==> src/fault_latch_pkg.sv <==
// Constants shared by the input fault latch status block.
// What this block does
// - Read-only channel summary register at 0x2D, all bits zero after reset.
// - Summary bit 7 latches when any channel 1 fault occurred; clears on read.
// - Summary bit 6 latches when any channel 2 fault occurred; clears on read.
// - Summary bit 1 latches on battery short while battery below bias.
// - Summary bits 5..2 and 0 read zero; software writes only zero there.
// - Read-only channel 1 detail register at 0x2E, all bits zero after reset.
// - Detail bit 7 latches on a channel 1 open input.
// - Detail bit 6 latches on channel 1 inputs shorted together.
// - Detail bits 5 and 4 latch on positive or negative input ground short.
// - Detail bits 3 and 2 latch on positive or negative input bias short.
// - Detail bits 1 and 0 latch on positive or negative battery short.
// - Detail bit 0 clears on reading the third latched register, address 54.
// - Channel 1 fault interrupt suppressed while mask register bit 7 is one.
package fault_latch_pkg;

   localparam int             ADDR_W             = 8;
   localparam int             DATA_W             = 8;

   // Register addresses on page 0.
   localparam logic [7:0]     SECOND_MASK_ADDR   = 8'h2A;
   localparam logic [7:0]     SUMMARY_ADDR       = 8'h2D;
   localparam logic [7:0]     CH1_DETAIL_ADDR    = 8'h2E;
   localparam logic [7:0]     THIRD_LATCH_ADDR   = 8'h36;

   // Reset values.
   localparam logic [7:0]     SUMMARY_RESET      = 8'h00;
   localparam logic [7:0]     CH1_DETAIL_RESET   = 8'h00;
   localparam logic [7:0]     SECOND_MASK_RESET  = 8'h03;
   localparam logic [7:0]     IDLE_READ_DATA     = 8'h00;

   // Summary register fields.
   localparam int             SUM_CH1_BIT        = 7;
   localparam int             SUM_CH2_BIT        = 6;
   localparam int             SUM_VBAT_BIT       = 1;
   localparam logic [7:0]     SUMMARY_USED_MASK  = 8'hC2;

   // Channel 1 detail register fields.
   localparam int             CH1_OPEN_BIT       = 7;
   localparam int             CH1_PAIR_BIT       = 6;
   localparam int             CH1_POS_GND_BIT    = 5;
   localparam int             CH1_NEG_GND_BIT    = 4;
   localparam int             CH1_POS_BIAS_BIT   = 3;
   localparam int             CH1_NEG_BIAS_BIT   = 2;
   localparam int             CH1_POS_VBAT_BIT   = 1;
   localparam int             CH1_NEG_VBAT_BIT   = 0;

   // Second mask register field.
   localparam int             MASK_CH1_BIT       = 7;

endpackage : fault_latch_pkg

==> src/input_fault_latch_status.sv <==
// Latched input fault summary and channel 1 detail registers.
`timescale 1ns/1ps
module input_fault_latch_status (
   // Clock and reset
   input  wire logic        sys_clk,
   input  wire logic        rst_n,
   // Control port
   input  wire logic        regRead,
   input  wire logic        regWrite,
   input  wire logic [7:0]  regAddr,
   input  wire logic [7:0]  regWdata,
   output logic      [7:0]  rdData,
   output logic             rdValid,
   // Channel 1 fault detectors
   input  wire logic        ch1OpenFault,
   input  wire logic        ch1PairShort,
   input  wire logic        ch1PosGndShort,
   input  wire logic        ch1NegGndShort,
   input  wire logic        ch1PosBiasShort,
   input  wire logic        ch1NegBiasShort,
   input  wire logic        ch1PosVbatShort,
   input  wire logic        ch1NegVbatShort,
   // Other fault sources
   input  wire logic        ch2AnyFault,
   input  wire logic        vbatBelowBiasShort,
   // Channel 1 diagnostic interrupt request
   output logic             ch1DiagIrq
);

   function automatic logic addrHit(input logic [7:0] addr,
                                    input logic [7:0] target);
      addrHit = (addr == target);
   endfunction : addrHit

   logic [7:0] ch1Events;
   logic [7:0] ch1Clear;
   logic [7:0] ch1Detail;
   logic [7:0] summarySet;
   logic [7:0] summaryClear;
   logic [7:0] summaryFlags;
   logic [7:0] maskValue;
   logic [7:0] readMux;
   logic [7:0] rdData_q;
   logic       rdValid_q;
   logic       irq_q;
   logic       irq_d;

   wire        readSummary = regRead &&
                             addrHit(regAddr, fault_latch_pkg::SUMMARY_ADDR);
   wire        readCh1     = regRead &&
                             addrHit(regAddr, fault_latch_pkg::CH1_DETAIL_ADDR);
   wire        readThird   = regRead &&
                             addrHit(regAddr, fault_latch_pkg::THIRD_LATCH_ADDR);
   wire        readMask    = regRead &&
                             addrHit(regAddr, fault_latch_pkg::SECOND_MASK_ADDR);
   wire        writeMask   = regWrite &&
                             addrHit(regAddr, fault_latch_pkg::SECOND_MASK_ADDR);

   // Channel 1 detector events in register bit order.
   always_comb begin
      ch1Events = '0;
      ch1Events[fault_latch_pkg::CH1_OPEN_BIT]     = ch1OpenFault;
      ch1Events[fault_latch_pkg::CH1_PAIR_BIT]     = ch1PairShort;
      ch1Events[fault_latch_pkg::CH1_POS_GND_BIT]  = ch1PosGndShort;
      ch1Events[fault_latch_pkg::CH1_NEG_GND_BIT]  = ch1NegGndShort;
      ch1Events[fault_latch_pkg::CH1_POS_BIAS_BIT] = ch1PosBiasShort;
      ch1Events[fault_latch_pkg::CH1_NEG_BIAS_BIT] = ch1NegBiasShort;
      ch1Events[fault_latch_pkg::CH1_POS_VBAT_BIT] = ch1PosVbatShort;
      ch1Events[fault_latch_pkg::CH1_NEG_VBAT_BIT] = ch1NegVbatShort;
   end

   // The negative battery short flag clears only on the third latch read.
   always_comb begin
      ch1Clear = {8{readCh1}};
      ch1Clear[fault_latch_pkg::CH1_NEG_VBAT_BIT] = readThird;
   end

   // Reserved summary bits never get a set, so they stay at zero.
   always_comb begin
      summarySet = '0;
      summarySet[fault_latch_pkg::SUM_CH1_BIT]  = |ch1Events;
      summarySet[fault_latch_pkg::SUM_CH2_BIT]  = ch2AnyFault;
      summarySet[fault_latch_pkg::SUM_VBAT_BIT] = vbatBelowBiasShort;
   end

   assign summaryClear = {8{readSummary}};

   fault_flag_bank #(
      .WIDTH   (fault_latch_pkg::DATA_W)
   ) u_ch1Bank (
      .sys_clk (sys_clk),
      .rst_n   (rst_n),
      .setIn   (ch1Events),
      .clearIn (ch1Clear),
      .flags   (ch1Detail)
   );

   fault_flag_bank #(
      .WIDTH   (fault_latch_pkg::DATA_W)
   ) u_summaryBank (
      .sys_clk (sys_clk),
      .rst_n   (rst_n),
      .setIn   (summarySet),
      .clearIn (summaryClear),
      .flags   (summaryFlags)
   );

   diag_mask_reg #(
      .WIDTH     (fault_latch_pkg::DATA_W),
      .RESET_VAL (fault_latch_pkg::SECOND_MASK_RESET)
   ) u_mask (
      .sys_clk (sys_clk),
      .rst_n   (rst_n),
      .wrEn    (writeMask),
      .wrData  (regWdata),
      .value   (maskValue)
   );

   // Readback returns the value held before this read's clear takes effect.
   assign readMux =
      readSummary ? (summaryFlags & fault_latch_pkg::SUMMARY_USED_MASK) :
      readCh1     ? ch1Detail :
      readMask    ? maskValue :
                    fault_latch_pkg::IDLE_READ_DATA;

   always_ff @(posedge sys_clk) begin
      if (!rst_n) begin
         rdData_q  <= fault_latch_pkg::IDLE_READ_DATA;
         rdValid_q <= 1'b0;
      end else begin
         rdData_q  <= regRead ? readMux : rdData_q;
         rdValid_q <= regRead;
      end
   end

   assign irq_d = (|ch1Detail) &
                  ~maskValue[fault_latch_pkg::MASK_CH1_BIT];

   always_ff @(posedge sys_clk) begin
      if (!rst_n) begin
         irq_q <= 1'b0;
      end else begin
         irq_q <= irq_d;
      end
   end

   assign rdData     = rdData_q;
   assign rdValid    = rdValid_q;
   assign ch1DiagIrq = irq_q;
endmodule : input_fault_latch_status

==> src/fault_flag_bank.sv <==
// A bank of sticky fault flags with per-bit set and clear.
`timescale 1ns/1ps
module fault_flag_bank #(
   parameter int              WIDTH = 8
) (
   // Clock and reset
   input  wire logic              sys_clk,
   input  wire logic              rst_n,
   // Events and clears
   input  wire logic [WIDTH-1:0]  setIn,
   input  wire logic [WIDTH-1:0]  clearIn,
   // Latched state
   output logic      [WIDTH-1:0]  flags
);

   logic [WIDTH-1:0] flags_q;
   logic [WIDTH-1:0] flags_d;

   genvar i;
   generate
      for (i = 0; i < WIDTH; i++) begin : g_flag
         // A set in the clearing cycle wins, so no event is lost.
         assign flags_d[i] = setIn[i] | (flags_q[i] & ~clearIn[i]);
      end
   endgenerate

   // One process owns the whole flag vector.
   always_ff @(posedge sys_clk) begin
      if (!rst_n) begin
         flags_q <= '0;
      end else begin
         flags_q <= flags_d;
      end
   end

   assign flags = flags_q;

endmodule : fault_flag_bank

==> src/diag_mask_reg.sv <==
// A writable mask register with a fixed reset value.
`timescale 1ns/1ps
module diag_mask_reg #(
   parameter int                 WIDTH     = 8,
   parameter logic [WIDTH-1:0]   RESET_VAL = '0
) (
   // Clock and reset
   input  wire logic              sys_clk,
   input  wire logic              rst_n,
   // Write port
   input  wire logic              wrEn,
   input  wire logic [WIDTH-1:0]  wrData,
   // Stored value
   output logic      [WIDTH-1:0]  value
);

   logic [WIDTH-1:0] value_q;

   always_ff @(posedge sys_clk) begin
      if (!rst_n) begin
         value_q <= RESET_VAL;
      end else if (wrEn) begin
         value_q <= wrData;
      end
   end

   assign value = value_q;

endmodule : diag_mask_reg

==> config.mk <==
export PLATFORM = sky130hd
export DESIGN_NAME = input_fault_latch_status
export DESIGN_NICKNAME = d
export VERILOG_FILES = /design/src/fault_latch_pkg.sv /design/src/input_fault_latch_status.sv /design/src/fault_flag_bank.sv /design/src/diag_mask_reg.sv
export SDC_FILE = /design/constraint.sdc
export NUM_CORES = 1
export LEC_CHECK = 0
export ABC_CLOCK_PERIOD_IN_PS = 1930
export BUFFER_PORTS_ARGS = -buffer_cell sky130_fd_sc_hd__buf_2
export CORE_UTILIZATION = 50
export DETAILED_ROUTE_END_ITERATION = 6
export GPL_TIMING_DRIVEN = 0
export PLACE_DENSITY = 0.78
export RECOVER_POWER = 50
export SYNTH_ARGS = -nofsm -noshare
export SYNTH_HDL_FRONTEND = slang
export SYNTH_SLANG_ARGS = --single-unit
==> constraint.sdc <==
create_clock -name sys_clk -period 1.93 [get_ports sys_clk]
set_input_delay 0.386 -clock sys_clk [delete_from_list [all_inputs] [get_ports sys_clk]]
set_output_delay 0.386 -clock sys_clk [all_outputs]
set_load 0.01 [all_outputs]
### Word level (Yosys, flattened, before mapping)

Cells that the tools add are included.

| storage, ports and cells | value |
|---|---|
| flip-flop bits (word level) | 34 |
| output and inout bits | 10 |

| cells by class | value |
|---|---|
| equal/unequal tests | 4 |
| multiplexer cells | 3 |
| bitwise logic cells | 32 |
| reduce and logical (&&, ||, !) cells | 7 |

Operators with widths:

| operator | number |
|---|---|
| $eq 8x6->1 const B | 4 |
| $mux 8 | 3 |
| $and 1x1->1 | 17 |
| $reduce_or 8->1 | 2 |
| $or 1x1->1 | 11 |
| $logic_and 1x1->1 | 5 |
| $not 1->1 | 4 |

### Depth between registers and ports, before layout

Gate-level depths: netlist (run 1).

| logic depth | value |
|---|---|
| depth in word-level cells | 5 |
| mapped depth | 5 |
| mapped depth without buffers | 3 |

### Hierarchy

From an unflattened synthesis (run 1), not the netlist that was laid out.

| unflattened totals | value |
|---|---|
| cell total of the unflattened synthesis | 134 |
| area total of the unflattened synthesis | 1551.5 um2 |

Modules (own cells, without submodules):

| module | times used | cells each | area each (um2) | sequential area each (um2) |
|---|---|---|---|---|
| fault_flag_bank | 2 | 25 | 337.8 | 160.2 |
| input_fault_latch_status | 1 | 59 | 579.3 | 200.2 |
| diag_mask_reg | 1 | 25 | 296.5 | 160.2 |

### Worst setup path after synthesis (run 1)

OpenSTA, ideal clock, no wires.

| path | value |
|---|---|
| path type | input -> register |
| start | input regAddr[7] |
| end | register u_mask.value_q[0] (netlist: u_mask.value[0]) |
| setup time | 72 ps |
| arrival | 1635 ps |
| setup slack | 223 ps |
| stages | 4 |
| path through | or3b_1 > buf_6 > nor4_4 > mux2i_1 |

| on the way | value |
|---|---|
| word-level cells in the longest chain between the ends | 2 |

Ends and longest elaborated chain:

| element | line | text |
|---|---|---|
| from (decl) | input_fault_latch_status.sv:10 | `input wire logic [7:0] regAddr,` |
| $eq 8x6->1 | input_fault_latch_status.sv:32 | `addrHit = (addr == target);` |
| $logic_and 1x1->1 | input_fault_latch_status.sv:56 | `wire writeMask = regWrite &&` |
| to (signal assigned) | diag_mask_reg.sv:23 | `value_q <= wrData;` |
| to (decl) | diag_mask_reg.sv:17 | `logic [WIDTH-1:0] value_q;` |

No other way between the ends.
A chain may end at the register's enable or synchronous reset.

### Worst setup path after layout (run 1)

| path | value |
|---|---|
| start | input regAddr[7] |
| end | register u_mask.value_q[6] (netlist: u_mask.value[6]) |

Same word-level chain as after synthesis.

==> impl_metrics.env, run 1 <==
export IMPL_criticalPathCategory="in2reg"
export IMPL_period_minus_slack_ns=1.72
export IMPL_htree_levels=2
export IMPL_p_per_area_nw_per_um2=726
export IMPL_status="finished, final reports clean"
export IMPL_cts_tree="yes"
export IMPL_synth_warnings=0
export IMPL_cts_sinks=29
export IMPL_initial_core_util_pct=54.0
export IMPL_synth_area_leaders="dfxtp_1 43%, mux2i_1 5.9%, nand2_1 5.8%, o21ai_0 3.7%, nor2_1 3.3%"
export IMPL_post_cts_setup_buffers=0
export IMPL_netlist_top_cell_by_area="dfxtp_1"
export IMPL_worst_skew_pair_late_latency_ns=0.34
export IMPL_synthFlopType="dfxtp_1"
export IMPL_vdd_drop_max_uv=546
export IMPL_core_area_um2=2520
export IMPL_io_buffers=39
export IMPL_via_per_inst=5.64
export IMPL_met3_usage_pct=9.04
export IMPL_worstMarginPinSlew_ns=0.821
export IMPL_yosysMostFrequentCell="dfxtp_1"
export IMPL_worst_hold_slack_ns=0.272
export IMPL_relSlewSlack_pct=44.8
export IMPL_slowest_stage="nor4_4"
export IMPL_grt_max_degree=11
export IMPL_cts_root_buf="clkbuf_4"
export IMPL_fin_crit_sh_pct=89.3
export IMPL_drv_slew=0
export IMPL_drtAntennaViolNets=0
export IMPL_setup_ws_ns=0.207
export IMPL_fin_cells=231
export IMPL_critPathMaxStageDelay_ns=0.69
export IMPL_power_leakage_nw=0.628
export IMPL_fin_area_um2=1650
export IMPL_diodes=0
export IMPL_clk_pin_slew_worst_paths_ns=0.09
export IMPL_overflow=0
export IMPL_syn_num_nets=184
export IMPL_syn_to_final_growth_pct=21.3
export IMPL_worst_setup_path_end_kind="flop"
export IMPL_cts_buffer_depth=2
export IMPL_num_nets_final=230
export IMPL_grt_busiest_layer="met2"
export IMPL_routed_wl_um=3220
export IMPL_critPathLaunchType="primary input"
export IMPL_synth_edf_count=0
export IMPL_grtUsageTotal_pct=25.2
export IMPL_die_area_um2=2940
export IMPL_cp_max_fo=8
export IMPL_power_mw=1.20
export IMPL_hpwlAfterDp_um=2410
export IMPL_cts_resized_gates=0
export IMPL_ys_types=33
export IMPL_place_gp_congestion=0.845
export IMPL_met1_usage_pct=31.1
export IMPL_drive_gt1_share_pct=23.9
export IMPL_netlist_area_leader_share_pct=42.6
export IMPL_utilization_pct=65.5
export IMPL_syn_inst=154
export IMPL_async_flop_share_pct=0
export IMPL_die_w_um=54.2
export IMPL_dr_pass1_iters=4
export IMPL_setup_tns_final_ns=0
export IMPL_max_clock_freq_mhz=580
export IMPL_dp_cells=223
export IMPL_vias=1303
export IMPL_ys_seq_area_share_pct=42.6
export IMPL_antenna_found_initial=0
export IMPL_syn_area_per_cell_um2=8.85
export IMPL_rsz0062_at_grt="no"
export IMPL_postPlaceCellArea_um2=1600
export IMPL_cts_made_buffers=5
export IMPL_use_met2_pct=39.6
export IMPL_required_ns=2.20
export IMPL_max_cap_violations=0
export IMPL_wl_per_cell_um=13.9
export IMPL_synthTopCellsByCount="29 x dfxtp_1, 21 x nand2_1, 12 x nor2_1"
export IMPL_path_buf_inv=2
export IMPL_dieHeight_um=54.2
export IMPL_hold_violations=0
export IMPL_holdBufCountCts=0
export IMPL_drc=0
export IMPL_grt_pass1_vias=1168
export IMPL_cpLargestDelayFamily="simple AND/OR/NAND/NOR gates"
export IMPL_drtIter0Drc=26
export IMPL_crit_arrival_ns=1.99
export IMPL_synth_area_um2=1360
export IMPL_finClkSkew_ns=0.00677
export IMPL_pre_cts_slack_ns=-0.160
export IMPL_hp_class="in2reg"
export IMPL_grt_pass1_wl_um=5140
export IMPL_cp_cell_sequence="buf_2, or3b_1, buf_6, nor4_4, mux2i_1"
export IMPL_finalSetupViolations=0
export IMPL_ys_seq_elements=29
export IMPL_ioPinCount=40
export IMPL_rows=18
-- layout by cell type (no fill, tap or decap), types with 2 or more instances in the layout --
cell type and instances:
nor2_1 12, buf_2 29, clkbuf_4 5, nand3_1 4, clkbuf_1 18, clkbuf_8 2
nand3b_1 2, nand4_1 3, nor4_1 4, mux2_2 3, o31ai_1 5, dfxtp_1 29
a31oi_1 3, mux2i_1 8, or3b_2 5, nor2b_1 6, a22o_1 3, a21oi_1 8
nand2_1 21, a211oi_1 5, o21ai_0 10
-- path summary, 6_finish.rpt --
check / start / end / slack [ns] / depth (start not counted)
setup / recovery: regAddr[7] / u_mask.value[6]$_SDFFE_PN0P_ / 0.21 / 5
hold reg to reg: rdData[0]$_SDFFE_PN0P_ / rdData[0]$_SDFFE_PN0P_ / 0.46 / 2
hold / removal: ch1NegVbatShort / u_ch1Bank.flags[0]$_SDFF_PN0_ / 0.27 / 3
setup reg to reg: u_ch1Bank.flags[3]$_SDFF_PN0_ / rdData[3]$_SDFFE_PN0P_ / 0.67 / 3
-- worst min-delay path, stage by stage --
cell	delay (ns)
buf_2	0.10
nand2_1	0.05
nand2_1	0.05
-- per-layer routing --
metal | vias to the layer above | part of all wire (%) | routed length, um
met5 | - | 0 | 0
met4 | 0 | 1.6 | 51
met3 | 8 | 5.5 | 177
met2 | 41 | 47 | 1520
met1 | 599 | 46 | 1470
li1 | 655 | - | -
-- sequential cells by signal (all words and copies together), names as in the netlist --
register	cells
u_ch1Bank.flags	8
u_mask.value	8
rdData	8
ch1DiagIrq	1
rdValid	1
u_summaryBank.flags	3
-- power by group --
group          internal, mW  switching (mW)
logic                0.0639          0.0776
clock network         0.211           0.211
registers             0.622          0.0154
-- area by class of cell --
type / instances / area (um2)
clock inverter: 1 / 5.00
tap: 30 / 37.5
buffer: 9 / 41.3
clock buffer: 7 / 65.1
timing repair buffer: 39 / 183
inverter: 1 / 3.75
multi-input combinational: 115 / 737
sequential: 29 / 581
fill: 225 / 870
-- logic make-up (layout without fill, tap and decap cells) --
logic type / count (synthesis) / count (layout) / share of synthesized area [%]
muxes: 11 / 11 / 8.36
buffers and inverters: 10 / 57 / 3.31
DFF: 29 / 29 / 42.6
AOI/OAI and AO/OA: 36 / 36 / 16.9
and+or+nand+nor: 68 / 68 / 28.8
Power figures use the tool's default switching activity.
==> run 2, diff against run 1 <==
ABC_AREA = 1   (was default)
HOLD_SLACK_MARGIN = 0.15   (was default)
==> run 2 against run 1 <==
- die area is 1.4% lower
- sequential power hardly changed
- largest cell class unchanged
- sequential share of layout area is 1.5 points higher
- critical path depth is 2 higher
- area after synthesis is 1.5% lower
- combinational power is 15% lower
- hold slack worse by 0.032 ns
- setup slack better by 0.27 ns
- first-iteration DRC count is 31% lower
- critical endpoint is now u_mask.value[3]$_SDFFE_PN0P_
- highest routed layer unchanged
- global-route usage is 1.5 points lower
- sequential cell count stayed put
- count of clock-buffer cells in the layout stayed put
==> impl_metrics.env, run 2 <==
export IMPL_yosysMostFrequentCell="dfxtp_1"
export IMPL_cp_max_fo=9
export IMPL_rr_worst_depth=2
export IMPL_status="finished, final reports clean"
export IMPL_regArea_um2=581
export IMPL_synth_warnings=0
export IMPL_ioPinCount=40
export IMPL_worst_skew_pair_late_latency_ns=0.33
export IMPL_setup_ws_ns=0.480
export IMPL_dr_pass1_iters=4
export IMPL_netlist_top_cell_by_area="dfxtp_1"
export IMPL_cpMostUsedCell="nor2_1"
export IMPL_rsz0062_at_grt="no"
export IMPL_diodes=0
export IMPL_grt_pass1_wl_um=4770
export IMPL_synthSimpleGateAreaFrac_pct=39.0
export IMPL_synth_compound_gate_area_share_pct=8.20
export IMPL_htree_levels=2
export IMPL_critPathMaxStageDelay_ns=0.56
export IMPL_synth_xor_area_share_pct=0
export IMPL_core_area_um2=2500
export IMPL_max_cap_violations=0
export IMPL_postPlaceCellArea_um2=1570
export IMPL_finalSetupViolations=0
export IMPL_synth_top_family_by_area="simple AND/OR/NAND/NOR gates"
export IMPL_cts_tree="yes"
export IMPL_finClkSkew_ns=0.00529
export IMPL_setup_tns_final_ns=0
export IMPL_hpwlAfterDp_um=2270
export IMPL_cp_cell_sequence="clkbuf_1, clkinv_1, nand2_1, nor2_1, nand3_4, o21ai_0, nor2_1"
export IMPL_power_leakage_nw=0.809
export IMPL_pre_cts_slack_ns=0.562
export IMPL_grt_max_degree=11
export IMPL_rrSetupSlack_ns=1.09
export IMPL_synthTopCellsByCount="29 x dfxtp_1, 27 x nand2_1, 25 x nor2_1"
export IMPL_slowest_stage="nor2_1"
export IMPL_io_buffers=37
export IMPL_synthFlopType="dfxtp_1"
export IMPL_criticalPathCategory="in2reg"
export IMPL_ys_seq_area_share_pct=43.2
export IMPL_dp_cells=242
export IMPL_routed_wl_um=2900
export IMPL_async_flop_share_pct=0
export IMPL_required_ns=2.17
export IMPL_netlist_area_leader_share_pct=43.2
export IMPL_drc=0
export IMPL_antenna_found_initial=0
export IMPL_worst_setup_path_end_kind="flop"
export IMPL_multi_input_area_um2=587
export IMPL_overflow=0
export IMPL_wl_per_cell_um=11.6
export IMPL_clk_pin_slew_worst_paths_ns=0.09
export IMPL_ys_types=23
export IMPL_cts_buffer_depth=2
export IMPL_rr_endpoint="ch1DiagIrq$_SDFF_PN0_"
export IMPL_drtAntennaViolNets=0
export IMPL_hp_class="in2reg"
export IMPL_dieHeight_um=53.8
export IMPL_relSlewSlack_pct=53.3
export IMPL_syn_num_nets=205
export IMPL_ys_seq_elements=29
export IMPL_fin_area_um2=1590
export IMPL_holdBufCountCts=0
export IMPL_cts_root_buf="clkbuf_4"
export IMPL_min_path_cells=3
export IMPL_drive_gt1_share_pct=27.3
export IMPL_drv_slew=0
export IMPL_layout_common_cells="37 x buf_2, 29 x dfxtp_1, 28 x nand2_1, 27 x nor2_1, 17 x nand4_1"
export IMPL_p_per_area_nw_per_um2=742
export IMPL_initial_core_util_pct=53.7
export IMPL_crit_arrival_ns=1.69
export IMPL_vdd_drop_max_uv=553
export IMPL_place_gp_congestion=0.806
export IMPL_nFillCells=234
export IMPL_max_clock_freq_mhz=690
export IMPL_num_nets_final=249
export IMPL_fin_cells=250
export IMPL_hold_violations=0
export IMPL_grtUsageTotal_pct=23.7
export IMPL_cts_resized_gates=0
export IMPL_critPathLaunchType="primary input"
export IMPL_fin_crit_sh_pct=75.1
export IMPL_post_cts_setup_buffers=0
export IMPL_syn_area_per_cell_um2=7.67
export IMPL_die_area_um2=2900
export IMPL_cts_made_buffers=5
export IMPL_synth_area_leaders="dfxtp_1 43%, nand4_1 7.9%, nand2_1 7.5%, nor2_1 7.0%, a21oi_1 4.8%"
export IMPL_drtIter0Drc=18
export IMPL_syn_to_final_growth_pct=18.1
export IMPL_syn_inst=175
export IMPL_vias=1300
export IMPL_cts_sinks=29
export IMPL_synthAdderAreaFrac_pct=0
export IMPL_synthMuxAreaShare_pct=0
export IMPL_period_minus_slack_ns=1.45
export IMPL_worstMarginPinSlew_ns=0.698
export IMPL_r2r_start="u_ch1Bank.flags[0]$_SDFF_PN0_"
export IMPL_die_w_um=53.8
export IMPL_synth_area_um2=1340
export IMPL_hp_start="regWdata[1]"
export IMPL_via_per_inst=5.20
export IMPL_final_common_cell="buf_2"
export IMPL_synth_edf_count=0
export IMPL_rows=18
export IMPL_grt_pass1_vias=1171
export IMPL_hold_path_end="u_mask.value[1]$_SDFFE_PN1P_"
[run 2: cell count changes after synthesis, moves of 6 or more]
cell	previous run	this run
inv_1	1	15
mux2i_1	8	0
nand2_1	21	27
nand3_1	4	12
nand4_1	3	17
nor2_1	12	25
nor2b_1	6	0
o21ai_0	10	3
o21ai_1	0	6
[run 2: worst max-delay path: cells and delay by family]
kind | cells | cell delay [ns]
buffers and inverters | 2 | 0.14
AND/OR/NAND/NOR | 4 | 0.93
AO/OA/AOI/OAI | 1 | 0.22
[run 2: worst max-delay path by stage]
stage | startpoint | to | slack, ns | cells past startpoint
after global routing | regAddr[0] | u_mask.value[6]$_SDFFE_PN0P_ | 0.39 | 7
after floorplan | regAddr[6] | u_summaryBank.flags[7]$_SDFF_PN0_ | 0.77 | 7
final | regAddr[0] | u_mask.value[3]$_SDFFE_PN0P_ | 0.48 | 7
after CTS | rdData[4]$_SDFFE_PN0P_ | rdData[4] | 0.74 | 1
after global placement | regAddr[4] | u_summaryBank.flags[7]$_SDFF_PN0_ | 0.59 | 8
after detailed placement | regAddr[4] | u_summaryBank.flags[1]$_SDFF_PN0_ | 0.56 | 8
[run 2: kinds of logic after synthesis]
family	after synthesis
AND/OR/NAND/NOR	97
flip-flops	29
buffers and inverters	27
AO/OA/AOI/OAI	22
[run 2: report_power, final]
group	switching (mW)	internal [mW]	total, mW
registers	0.0141	0.620	0.634
logic	0.0700	0.0505	0.121
clock network	0.211	0.211	0.421
total	0.295	0.881	1.18
[run 2: per-layer routing]
layer,share of wire (%),up-vias,GRT usage (%)
met5,0,-,0
met4,2.6,0,9.65
met3,4.8,10,9.32
met2,47,37,39.3
met1,45,581,26.8
li1,-,672,-
[run 2: area by class of cell]
class / instances / area share, %
buffer: 7 / 2.92
clock buffer: 7 / 4.10
clock inverter: 1 / 0.316
inverter: 20 / 5.05
multi-input combinational: 119 / 37.0
sequential: 29 / 36.6
tap: 30 / 2.37
timing repair buffer: 37 / 11.6
[run 2: stage by stage]
step	util, %	power [mW]	hold slack [ns]
3_5_place_dp	62.6	0.779	0.470
5_1_grt	63.4	1.23	0.236
3_3_place_gp	62.6	0.772	0.464
2_1_floorplan	-	0.724	0.442
6_report	63.4	1.18	0.241
4_1_cts	65.4	1.19	0.244
